$ cat config.mk
export PLATFORM = sky130hd
export DESIGN_NAME = ihp_top
export DESIGN_NICKNAME = d
export VERILOG_FILES = /design/src/shared/ihp_pkg.sv /design/src/rtl/ihp_top.sv
export SDC_FILE = /design/constraint.sdc
export NUM_CORES = 1
export LEC_CHECK = 0
export BUFFER_PORTS_ARGS = -buffer_cell sky130_fd_sc_hd__buf_2
export CAP_MARGIN = 40
export CORE_MARGIN = 2
export CORE_UTILIZATION = 40
export DETAILED_ROUTE_END_ITERATION = 8
export HOLD_SLACK_MARGIN = 0.1
export PLACE_DENSITY = 0.65
export SLEW_MARGIN = 0
export SYNTH_ARGS = -nofsm -noshare
export SYNTH_HDL_FRONTEND = slang
export SYNTH_SLANG_ARGS = --single-unit
$ cat constraint.sdc
create_clock -name clk -period 3.51 [get_ports clk]
set_input_delay 0.8775 -clock clk [delete_from_list [all_inputs] [get_ports clk]]
set_output_delay 0.8775 -clock clk [all_outputs]
set_load 0.03 [all_outputs]
$ cat src/shared/ihp_pkg.sv
// Purpose: Shared constants and types for the induction pulse generator
// Assumes: 8-bit byte address, 32-bit register data
// Notes:   Offsets are byte addresses of aligned words
package ihp_pkg;

  localparam int unsigned ADDR_W      = 8;
  localparam int unsigned DATA_W      = 32;
  localparam int unsigned DUTY_W      = 10;
  localparam int unsigned DELAY_W     = 8;
  localparam int unsigned BLANK_W     = 10;
  localparam int unsigned REF_W       = 8;
  localparam int unsigned NUM_PROT    = 3;
  localparam int unsigned NUM_IRQ     = 4;

  // Register offsets
  localparam logic [7:0] OFF_CTRL      = 8'h00;
  localparam logic [7:0] OFF_DUTY      = 8'h04;
  localparam logic [7:0] OFF_SAFE      = 8'h08;
  localparam logic [7:0] OFF_DELAY     = 8'h0C;
  localparam logic [7:0] OFF_BLANK     = 8'h10;
  localparam logic [7:0] OFF_PROT_CFG  = 8'h14;
  localparam logic [7:0] OFF_PROT_REF  = 8'h18;
  localparam logic [7:0] OFF_STATE     = 8'h1C;
  localparam logic [7:0] OFF_IRQ_STAT  = 8'h20;
  localparam logic [7:0] OFF_IRQ_MASK  = 8'h24;

  // Control field positions
  localparam int unsigned CTRL_ENABLE   = 0;
  localparam int unsigned CTRL_DELAY_EN = 1;
  localparam int unsigned CTRL_ANY_EDGE = 2;

  // Protection config: three bits per channel
  localparam int unsigned PCFG_W        = 3;
  localparam logic [1:0]  ACT_NONE      = 2'h0;
  localparam logic [1:0]  ACT_SOFT      = 2'h1;
  localparam logic [1:0]  ACT_HARD      = 2'h2;

  // Interrupt bit positions
  localparam int unsigned IRQ_START     = 0;
  localparam int unsigned IRQ_SOFT      = 1;
  localparam int unsigned IRQ_HARD      = 2;
  localparam int unsigned IRQ_REJECT    = 3;

  // Reset values
  localparam logic [9:0]  RST_DUTY      = 10'h000;
  localparam logic [9:0]  RST_SAFE      = 10'h000;
  localparam logic [7:0]  RST_DELAY     = 8'h00;
  localparam logic [9:0]  RST_BLANK     = 10'h000;
  localparam logic [7:0]  RST_REF       = 8'h80;

  typedef struct packed {
    logic any_edge;
    logic delay_en;
    logic enable;
  } ihp_ctrl_type;

  typedef struct packed {
    logic       falling;
    logic [1:0] action;
  } ihp_pcfg_type;

  // Channel 0 over-voltage soft lock, channel 1 surge hard lock on falling edge, channel 2 idle
  localparam ihp_pcfg_type [NUM_PROT-1:0] RST_PCFG = '{
    '{falling: 1'b0, action: ACT_NONE},
    '{falling: 1'b1, action: ACT_HARD},
    '{falling: 1'b0, action: ACT_SOFT}
  };

  typedef enum logic [1:0] {
    IHP_IDLE,
    IHP_DELAY,
    IHP_HIGH
  } ihp_state_type;

endpackage : ihp_pkg

$ cat src/rtl/ihp_top.sv
// Purpose: Induction cooker pulse generator with comparator sync and locks
// Assumes: Comparator results arrive as digital levels synchronous to clk
// Notes:   Analog comparators consume the reference codes driven here
//
// Summary of operation
// (RULE1) The pulse width is a 10-bit value giving 1024 steps of active phase length.
// (RULE2) A sync comparator change starts a new cycle at once or after the programmed delay.
// (RULE3) Three protection channels each drive a programmable reference and can force the output safe.
// (RULE4) Sync transitions inside the blanking window are ignored as noise.
// (RULE5) A hard lock stops the output until software re-enables it; hardware cannot release it.
// (RULE6) A soft lock ends the current cycle and loads the active duty from the safe preset.
// (RULE7) The output drives the switch; active length in clock cycles sets power.
// (RULE8) The output rises on the sync crossing, stays high for the duty, then falls.
// (RULE9) Software writes the duty value to set the wanted power.
// (RULE10) All comparator actions run in hardware with no software involvement.
// (RULE11) Software enables the delayed trigger so the switch turns on near zero collector voltage.
// (RULE12) A falling edge of the surge comparator hard-locks the output at once.
// (RULE13) The over-voltage comparator soft-locks the generator at once.
// (RULE14) The safe level forced by either lock is low, keeping the switch off.
`timescale 1ns/1ps
`default_nettype none

module ihp_top
  import ihp_pkg::*;
(
  input  wire logic                              clk,
  input  wire logic                              srst,
  input  wire logic [ihp_pkg::ADDR_W-1:0]        addr,
  input  wire logic [ihp_pkg::DATA_W-1:0]        wr_data,
  input  wire logic                              wr_en,
  input  wire logic                              rd_en,
  output var  logic [ihp_pkg::DATA_W-1:0]        rd_data,
  input  wire logic                              sync_compare_out,
  input  wire logic [ihp_pkg::NUM_PROT-1:0]      prot_compare_out,
  output var  logic [ihp_pkg::NUM_PROT*ihp_pkg::REF_W-1:0] prot_ref_level,
  output var  logic                              pwm_out,
  output var  logic                              hard_locked,
  output var  logic                              irq
);

  import ihp_pkg::*;

  // Software state
  ihp_ctrl_type                 ctrl;
  logic [DUTY_W-1:0]            active_duty_value;
  logic [DUTY_W-1:0]            safe_duty_preset;
  logic [DELAY_W-1:0]           delay_val;
  logic [BLANK_W-1:0]           blank_val;
  ihp_pcfg_type [NUM_PROT-1:0]  pcfg;
  logic [NUM_IRQ-1:0]           irq_stat;
  logic [NUM_IRQ-1:0]           irq_mask;

  // Engine state
  ihp_state_type                state;
  logic [DUTY_W-1:0]            high_cnt;
  logic [DELAY_W-1:0]           delay_cnt;
  logic [BLANK_W-1:0]           blank_cnt;
  logic                         sync_prev;
  logic [NUM_PROT-1:0]          prot_prev;

  // Decoded strobes and events
  logic                         wr_ctrl;
  logic                         wr_duty;
  logic                         rd_irq;
  logic                         sync_edge;
  logic                         trig_ok;
  logic                         trig_rej;
  logic [NUM_PROT-1:0]          prot_edge;
  logic [NUM_PROT-1:0]          prot_hard;
  logic [NUM_PROT-1:0]          prot_soft;
  logic                         hard_evt;
  logic                         soft_evt;
  logic                         running;
  logic                         start_now;
  logic                         start_evt;
  logic [NUM_IRQ-1:0]           irq_evt;
  logic [DATA_W-1:0]            next_rd_data;
  logic [NUM_IRQ-1:0]           next_irq_stat;

  // Reference codes held as flops so the outputs come straight from registers
  logic [REF_W-1:0]             prot_ref [NUM_PROT];

  // Write and read decode
  assign wr_ctrl = wr_en && (addr == OFF_CTRL);
  assign wr_duty = wr_en && (addr == OFF_DUTY);
  assign rd_irq  = rd_en && (addr == OFF_IRQ_STAT);

  // Generator may only run when enabled and not hard-locked
  assign running = ctrl.enable && !hard_locked;  // RULE5

  // Sync edge: rising crossing, or any change when selected
  assign sync_edge = ctrl.any_edge ? (sync_compare_out != sync_prev)
                                   : (sync_compare_out && !sync_prev);  // RULE2 RULE8

  // Noise guard: edges inside blanking or an active cycle are dropped
  assign trig_ok  = sync_edge && running && (state == IHP_IDLE) && (blank_cnt == '0);  // RULE4
  assign trig_rej = sync_edge && running && !trig_ok;  // RULE4

  // Per-channel edge detect and action decode
  genvar g;
  generate
    for (g = 0; g < NUM_PROT; g++) begin : g_prot
      assign prot_edge[g] = pcfg[g].falling ? (!prot_compare_out[g] && prot_prev[g])
                                            : (prot_compare_out[g] && !prot_prev[g]);  // RULE3
      assign prot_hard[g] = prot_edge[g] && (pcfg[g].action == ACT_HARD);  // RULE12
      assign prot_soft[g] = prot_edge[g] && (pcfg[g].action == ACT_SOFT);  // RULE13
      assign prot_ref_level[g*REF_W +: REF_W] = prot_ref[g];  // RULE3
    end
  endgenerate

  assign hard_evt = |prot_hard;  // RULE10
  assign soft_evt = |prot_soft && !hard_evt;  // RULE10

  // Immediate start or start after delay expiry
  assign start_now = trig_ok && !(ctrl.delay_en && (delay_val != '0)) && !hard_evt && !soft_evt;  // RULE2
  assign start_evt = (start_now
                      || (state == IHP_DELAY && delay_cnt == '0 && running && !hard_evt && !soft_evt))
                     && (active_duty_value != '0);

  assign irq_evt[IRQ_START]  = start_evt;
  assign irq_evt[IRQ_SOFT]   = soft_evt;
  assign irq_evt[IRQ_HARD]   = hard_evt;
  assign irq_evt[IRQ_REJECT] = trig_rej;

  // Control register; an enable write releases a hard lock
  always_ff @(posedge clk) begin
    if (srst) begin
      ctrl <= '0;
    end else if (wr_ctrl) begin
      ctrl.enable   <= wr_data[CTRL_ENABLE];
      ctrl.delay_en <= wr_data[CTRL_DELAY_EN];
      ctrl.any_edge <= wr_data[CTRL_ANY_EDGE];
    end
  end

  // Hard lock: set wins over a same-cycle re-enable write
  always_ff @(posedge clk) begin
    if (srst) begin
      hard_locked <= 1'b0;
    end else if (hard_evt) begin
      hard_locked <= 1'b1;  // RULE5 RULE12
    end else if (wr_ctrl && wr_data[CTRL_ENABLE]) begin
      hard_locked <= 1'b0;  // RULE5
    end
  end

  // Active duty; soft lock overrides a same-cycle software write
  always_ff @(posedge clk) begin
    if (srst) begin
      active_duty_value <= RST_DUTY;
    end else if (soft_evt) begin
      active_duty_value <= safe_duty_preset;  // RULE6 RULE13
    end else if (wr_duty) begin
      active_duty_value <= wr_data[DUTY_W-1:0];  // RULE1 RULE9
    end
  end

  // Plain configuration registers
  always_ff @(posedge clk) begin
    if (srst) begin
      safe_duty_preset <= RST_SAFE;
      delay_val        <= RST_DELAY;
      blank_val        <= RST_BLANK;
      pcfg             <= RST_PCFG;
      irq_mask         <= '0;
      for (int i = 0; i < NUM_PROT; i++) begin
        prot_ref[i] <= RST_REF;
      end
    end else if (wr_en) begin
      unique case (addr)
        OFF_SAFE:     safe_duty_preset <= wr_data[DUTY_W-1:0];
        OFF_DELAY:    delay_val        <= wr_data[DELAY_W-1:0];  // RULE11
        OFF_BLANK:    blank_val        <= wr_data[BLANK_W-1:0];
        OFF_PROT_CFG: pcfg             <= wr_data[NUM_PROT*PCFG_W-1:0];
        OFF_IRQ_MASK: irq_mask         <= wr_data[NUM_IRQ-1:0];
        OFF_PROT_REF: begin
          for (int i = 0; i < NUM_PROT; i++) begin
            prot_ref[i] <= wr_data[i*REF_W +: REF_W];  // RULE3
          end
        end
        default: ;
      endcase
    end
  end

  // Input history for edge detection
  always_ff @(posedge clk) begin
    if (srst) begin
      sync_prev <= 1'b0;
      prot_prev <= '0;
    end else begin
      sync_prev <= sync_compare_out;
      prot_prev <= prot_compare_out;
    end
  end

  // Cycle engine
  always_ff @(posedge clk) begin
    if (srst) begin
      state     <= IHP_IDLE;
      high_cnt  <= '0;
      delay_cnt <= '0;
    end else if (hard_evt || soft_evt || !running) begin
      state <= IHP_IDLE;  // RULE5 RULE6
    end else begin
      unique case (state)
        IHP_IDLE: begin
          if (start_now) begin
            state    <= (active_duty_value != '0) ? IHP_HIGH : IHP_IDLE;
            high_cnt <= active_duty_value;  // RULE8
          end else if (trig_ok) begin
            state     <= IHP_DELAY;  // RULE2
            delay_cnt <= delay_val - 8'h01;
          end
        end
        IHP_DELAY: begin
          if (delay_cnt == '0) begin
            state    <= (active_duty_value != '0) ? IHP_HIGH : IHP_IDLE;
            high_cnt <= active_duty_value;
          end else begin
            delay_cnt <= delay_cnt - 8'h01;
          end
        end
        IHP_HIGH: begin
          if (high_cnt == 10'h001) begin
            state <= IHP_IDLE;  // RULE8
          end
          high_cnt <= high_cnt - 10'h001;  // RULE7
        end
      endcase
    end
  end

  // Blanking counter starts with each accepted trigger
  always_ff @(posedge clk) begin
    if (srst) begin
      blank_cnt <= '0;
    end else if (trig_ok) begin
      blank_cnt <= blank_val;  // RULE4
    end else if (blank_cnt != '0) begin
      blank_cnt <= blank_cnt - 10'h001;
    end
  end

  // Output flop: high exactly while the engine is in its high phase
  always_ff @(posedge clk) begin
    if (srst) begin
      pwm_out <= 1'b0;
    end else if (hard_evt || soft_evt || !running) begin
      pwm_out <= 1'b0;  // RULE14
    end else begin
      pwm_out <= start_evt || (state == IHP_HIGH && high_cnt != 10'h001);  // RULE7 RULE8
    end
  end

  // Sticky status; an event beats a clearing read
  assign next_irq_stat = (irq_stat & ~(rd_irq ? {NUM_IRQ{1'b1}} : {NUM_IRQ{1'b0}})) | irq_evt;

  always_ff @(posedge clk) begin
    if (srst) begin
      irq_stat <= '0;
      irq      <= 1'b0;
    end else begin
      irq_stat <= next_irq_stat;
      irq      <= |(next_irq_stat & irq_mask);
    end
  end

  // Read mux; unmapped offsets read zero
  always_comb begin
    next_rd_data = '0;
    unique case (addr)
      OFF_CTRL:     next_rd_data[2:0]           = {ctrl.any_edge, ctrl.delay_en, ctrl.enable};
      OFF_DUTY:     next_rd_data[DUTY_W-1:0]    = active_duty_value;
      OFF_SAFE:     next_rd_data[DUTY_W-1:0]    = safe_duty_preset;
      OFF_DELAY:    next_rd_data[DELAY_W-1:0]   = delay_val;
      OFF_BLANK:    next_rd_data[BLANK_W-1:0]   = blank_val;
      OFF_PROT_CFG: next_rd_data[NUM_PROT*PCFG_W-1:0] = pcfg;
      OFF_PROT_REF: next_rd_data[NUM_PROT*REF_W-1:0]  = {prot_ref[2], prot_ref[1], prot_ref[0]};
      OFF_STATE:    next_rd_data[3:0]           = {(state == IHP_DELAY), hard_locked, pwm_out, running};
      OFF_IRQ_STAT: next_rd_data[NUM_IRQ-1:0]   = irq_stat;
      OFF_IRQ_MASK: next_rd_data[NUM_IRQ-1:0]   = irq_mask;
      default:      next_rd_data                = '0;
    endcase
  end

  // Read data stands only in the cycle after the strobe
  always_ff @(posedge clk) begin
    if (srst) begin
      rd_data <= '0;
    end else if (rd_en) begin
      rd_data <= next_rd_data;
    end else begin
      rd_data <= '0;
    end
  end

endmodule : ihp_top

`default_nettype wire

Word-level counts from Yosys, hierarchy flattened. Memory sizes are Yosys's and may differ from the RTL's. Index checks and enable logic that the tools add are counted. W data, S select, Z words.

Register bits: 127. Bits in writable memories: 24. Input bits: 48. Output and inout bits: 59. Logic and storage cells: 182. Memories: 1.

Memory list: prot_ref (words 3, width 8, read ports 3, clocked after memory_dff 0, write ports 3, line ihp_top.sv:81) `logic [REF_W-1:0] prot_ref [NUM_PROT];`.

Add/sub/neg operators: 4. Eq/ne operators: 27. Muxes and demuxes: 38. Bitwise operators: 10. Reductions and logical operators: 75.

Operators by type and width (number): $mux W10 (6); $mux W8 (6); $logic_and A1 B1 Y1 (33); $eq A8 B5 Y1 const B (4); $pmux W10 S3 (1); $pmux W3 S10 (1); $pmux W4 S6 (1); $reduce_bool A10 Y1 (2); $sub A10 B1 Y10 const B (2); $eq A8 B4 Y1 const B (2); $eq A8 B6 Y1 const B (2); $logic_not A8 Y1 (2); $pmux W8 S2 (1); $sub A8 B1 Y8 const B (2); $logic_not A1 Y1 (13); $mux W1 (12); $ne A2 B2 Y1 const B (6); $eq A10 B1 Y1 const B (1); $logic_not A10 Y1 (1); $mux W2 (5); $ne A10 B1 Y1 const B (1); $reduce_and A2 Y1 (5); $pmux W1 S9 (1); $reduce_or A3 Y1 (3); 22 further kinds (41).

Depth between registers and ports, before layout.
Word-level depth: 14. Gate-level depth with buffers: 11. Gate-level depth less buffers: 9.

Worst setup path after synthesis. OpenSTA, ideal clock, no wires.

Path type: reg-to-reg. Start: register state[1]. End: register delay_cnt[6]. Setup time: 0.060 ns. Data arrival time: 2.540 ns. Data required time: 3.450 ns. Setup slack: 0.911 ns. Stages on the path, launching flop included: 12. Buffers on the path: 2. Clock period less this slack: 2.599 ns. Cells stage by stage: dfxtp_1 -> inv_1 -> ha_1 -> buf_2 -> buf_2 -> mux2i_1 -> ha_1 -> o21ai_1 -> or2_1 -> or4b_1 -> o31ai_1 -> a221o_1.

Longest elaborated chain between the ends: 8. Elaborated cells on any way between the ends: 13. Classes of those cells: eq/ne (4); mux (1); reduce/logical (8).

Ends and longest elaborated chain: from (decl) (line ihp_top.sv:54) `ihp_state_type state;`; from (signal assigned) (line ihp_top.sv:209) `state <= (active_duty_value != '0) ? IHP_HIGH : IHP_IDLE;`; from (signal assigned) (line ihp_top.sv:218) `state <= (active_duty_value != '0) ? IHP_HIGH : IHP_IDLE;`; $logic_not A2 Y1 (line ihp_top.sv:96, ihp_top.sv:206); $logic_and A1 B1 Y1 (2 in a row) (line ihp_top.sv:96) `assign trig_ok = sync_edge && running && (state == IHP_IDLE) && (blank_cnt == '0);`; $logic_and A1 B1 Y1 (3 in a row) (line ihp_top.sv:115) `assign start_now = trig_ok && !(ctrl.delay_en && (delay_val != '0)) && !hard_evt && !soft_evt;`; $ne A2 B2 Y1 (no source line); $reduce_and A5 Y1 (no source line); to (signal assigned) (line ihp_top.sv:213) `delay_cnt <= delay_val - 8'h01;`; to (signal assigned) (line ihp_top.sv:221) `delay_cnt <= delay_cnt - 8'h01;`; to (decl) (line ihp_top.sv:56) `logic [DELAY_W-1:0] delay_cnt;`.

Parallel ways exist; a longest one is shown, timed or not. A chain may end at the register's enable or synchronous reset.

Worst setup path in the final report.
Start: input port sync_compare_out. End: register high_cnt[4].

Longest elaborated chain between the ends: 10. Elaborated cells on any way between the ends: 11. Classes of those cells: eq/ne (2); mux (1); reduce/logical (8).

Ends and longest elaborated chain: from (decl) (line ihp_top.sv:33) `input wire logic sync_compare_out,`; $ne A1 B1 Y1 or $logic_and A1 B1 Y1 (tied branches) (line ihp_top.sv:92, ihp_top.sv:93); $mux W1 * (line ihp_top.sv:92) `assign sync_edge = ctrl.any_edge ? (sync_compare_out != sync_prev)`; $logic_and A1 B1 Y1 * (3 in a row) (line ihp_top.sv:96); $logic_and A1 B1 Y1 * (3 in a row) (line ihp_top.sv:115); $ne A2 B2 Y1 (no source line) *; $reduce_and A3 Y1 (no source line) *; to (signal assigned) (line ihp_top.sv:210) `high_cnt <= active_duty_value;`; to (signal assigned) (line ihp_top.sv:219) `high_cnt <= active_duty_value;`; to (signal assigned) (line ihp_top.sv:228) `high_cnt <= high_cnt - 10'h001;`; to (decl) (line ihp_top.sv:55) `logic [DUTY_W-1:0] high_cnt;`.

Mark *: on every way between the ends. The rest lies on a longest branch, timed or not.

==> impl_metrics.ini <==
[power_and_ir_drop]
pwr-share-comb = 0.140
p_per_area_nw_per_um2 = 503
ir_drop_mv = 0.367
pwr-share-seq = 0.438
p_int_mw = 2.89
p_leak_nw = 3.13
clkPwrFrac = 0.421
switching_share = 0.303
p_switching_mw = 1.25

[placement]
place_congestion = 0.956
place_hpwl_mm = 14.5
port_buffers = 90
placed_area_um2 = 7680

[route]
drtAntennaViolNets = 0
wl_met3_mm = 1.71
drt_wl_total_mm = 20.5
first_pass_iters = 7
wl_met1_mm = 9.22
num_vias = 6457
wl_per_cell_um = 18.4
viasPerCell = 5.79
drt_iter0_markers = 726
highest_layer = met4
post-route-drc-count = 0
dr_wl_met2_mm = 9.26

[sta]
fin_crit_sh = 0.789
hold_viol_final = 0
max_freq_mhz = 361
worstMarginPinSlew_ns = 0.859
setup_violations = 0
slew_violations = 0
slew_headroom = 0.424
rsz0062_at_grt = false
finalCriticalPeriod_ns = 2.77
clock_skew_ns = 0.00750
tns_ns = 0

[global_route]
grtUsageTotal = 0.224
antenna_found_initial = 0
grt_max_degree = 96
grt_pass1_vias = 5657
grt_pass1_wl_mm = 31.8
grt.overflow.total = 0

[setup_path]
crit_start = sync_compare_out
start_kind = input port
criticalPathCategory = in -> reg
rrSetupSlack_ns = 0.79
crit_path_top_delay_cell = or3_1
worst_ep_required_time_ns = 3.87
end_kind = flip-flop
max_stage_delay_ns = 0.46
arrival_ns = 3.13
timing.rr.end = high_cnt[4]$_SDFFE_PP0P_
reg2regPathDepth = 6
worstPathCellList = buf_2 > ha_1 > nand2_1 > o2111ai_1 > nor3_2 > o21ai_1 > or3_1 > a21oi_1
crit_path_max_fanout = 11
timing.rr.start = ctrl[0]$_SDFFE_PP0P_

[clock_tree]
clock_latency_ns = 0.43
cts_buffers = 17
numClockSinks = 143
cts_root_buf = clkbuf_16
h-tree-depth = 4
post_cts_buffers = 0
cts_resized = 0
clockBufferDepth = 2
cts_tree = done
postCtsHoldBufs = 0
clk_pin_slew_ns = 0.07

[min_path]
hold_path_end = rd_data[18]$_SDFF_PP0_
hold_depth = 1
hp-start = prot_ref[0][18]$_SDFFCE_PN0P_
min_path_type = reg -> reg

[die]
initial_core_util = 0.407
dieArea_um2 = 18500
die_h_um = 136
rows = 48
chipWidth_um = 136
io_pins = 107
design.core.area_um2 = 17200

[cells_and_area]
multi_input_comb_area_um2 = 3600
regArea_um2 = 3100
layout.nets = 935
layout-drive-gt1-share = 0.192
syn2layout_area_growth_pct = 18.0
fill_cells = 1667
utilization = 0.480
n_antenna_cell = 0
stdcell_area_um2 = 8240

[yosys]
synth_edf_count = 24
avgSynthCellArea_um2 = 8.83
async_flop_share = 0
ys_seq_area_frac = 0.444
ys_seq_elements = 143
yosysTopAreaCellShare = 0.341
ys.warnings.count = 0
synth_top_area_cell = dfxtp_1
netlist_instances = 791
yosys-top-cells-area = dfxtp_1 (34%), edfxtp_1 (10%), nand2_1 (4.9%)
synth_cell_types = 82
synth_area_um2 = 6990
synth_flop_cell = dfxtp_1

[run]
drv_cap = 0

[status]
status = finished clean
==> routing by layer <==
metal	vias to the layer above	GRT usage
met5	-	0
met3	28	0.0481
met2	296	0.333
met4	0	0.0787
met1	3074	0.321
li1	3059	-
==> how the worst max path moves through the flow <==
stage | endpoint | slack (ns) | depth (start not counted)
after floorplan | delay_cnt[6]$_SDFFE_PP0P_ | 0.91 | 11
after global placement | high_cnt[4]$_SDFFE_PP0P_ | 0.36 | 8
after detailed placement | high_cnt[4]$_SDFFE_PP0P_ | 0.34 | 8
after CTS | high_cnt[4]$_SDFFE_PP0P_ | 0.79 | 8
after global routing | high_cnt[4]$_SDFFE_PP0P_ | 0.61 | 8
final | high_cnt[4]$_SDFFE_PP0P_ | 0.74 | 8
==> cell families (layout without fill, tap and decap cells) <==
group	Yosys count	count (layout)	share of synthesized area
AND/OR/NAND/NOR	346	346	0.261
AO/OA/AOI/OAI	193	193	0.191
flip-flops	143	143	0.444
buffers and inverters	69	162	0.0450
multiplexers	27	27	0.0392
adder cells (fa/ha/maj)	9	9	0.0161
XOR/XNOR	3	3	0.00376
other	1	8	0.000537
==> layout by cell type (no fill, tap or decap), types with 9 or more instances in the layout <==
master,instances
a22oi_1,12
nand3_1,52
a21oi_1,63
inv_1,18
ha_1,9
buf_4,20
mux2i_1,24
o21ai_0,24
buf_2,90
a311oi_1,13
dfxtp_1,119
nand2_1,91
nor3_1,14
and2_1,39
nor4_1,10
nor2b_1,16
o31ai_1,12
edfxtp_1,24
nor2_1,62
and3_1,9
clkbuf_16,17
==> stage by stage <==
step                      power, mW  worst slack, ns  std cells  hold WS, ns
after global placement         2.41            0.358       1083        0.447
after CTS                      4.16            0.788       1116        0.467
final                          4.14            0.740       1116        0.465
after global routing           4.32            0.615       1116        0.476
after detailed placement       2.42            0.338       1084        0.452
after floorplan                2.27            0.911        798        0.445
==> sequential cells by signal, indices dropped and copies added (netlist names), 8 cells and up <==
register	flops
blank_cnt	10
delay_val	8
prot_ref	24
delay_cnt	8
rd_data	24
active_duty_value	10
blank_val	10
pcfg	9
safe_duty_preset	10
high_cnt	10
==> power groups by stage <==
stage               Combinational, mW  Sequential [mW]  Clock (mW)
floorplan                       0.418             1.86           0
global placement                0.559             1.85           0
detailed placement              0.570             1.85           0
CTS                             0.575             1.81        1.77
global route                    0.641             1.83        1.85
finish                          0.581             1.82        1.75
==> synth_stat cells (all sizes together), types with 18 or more instances <==
cell    number
dfxtp      119
nand2       91
a21oi       64
nor2        64
nand3       53
and2        41
clkbuf      31
o21ai       27
edfxtp      24
mux2i       24
buf         20
inv         18
==> area by class of cell <==
cell class	instances	share of cell area
Clock buffer	17	0.0516
Clock inverter	15	0.0170
Inverter	18	0.00820
Multi-Input combinational cell	586	0.437
Sequential cell	143	0.376
Tap cell	225	0.0342
Timing Repair Buffer	112	0.0757
==> worst max-delay path, delay by kind of cell <==
kind            cells  cell delay [ns]
fa+ha+maj           1             0.28
buf+inv             1             0.11
compound gates      3             0.86
simple gates        3             1.01
Note: power is estimated with default switching activity, not from simulation.
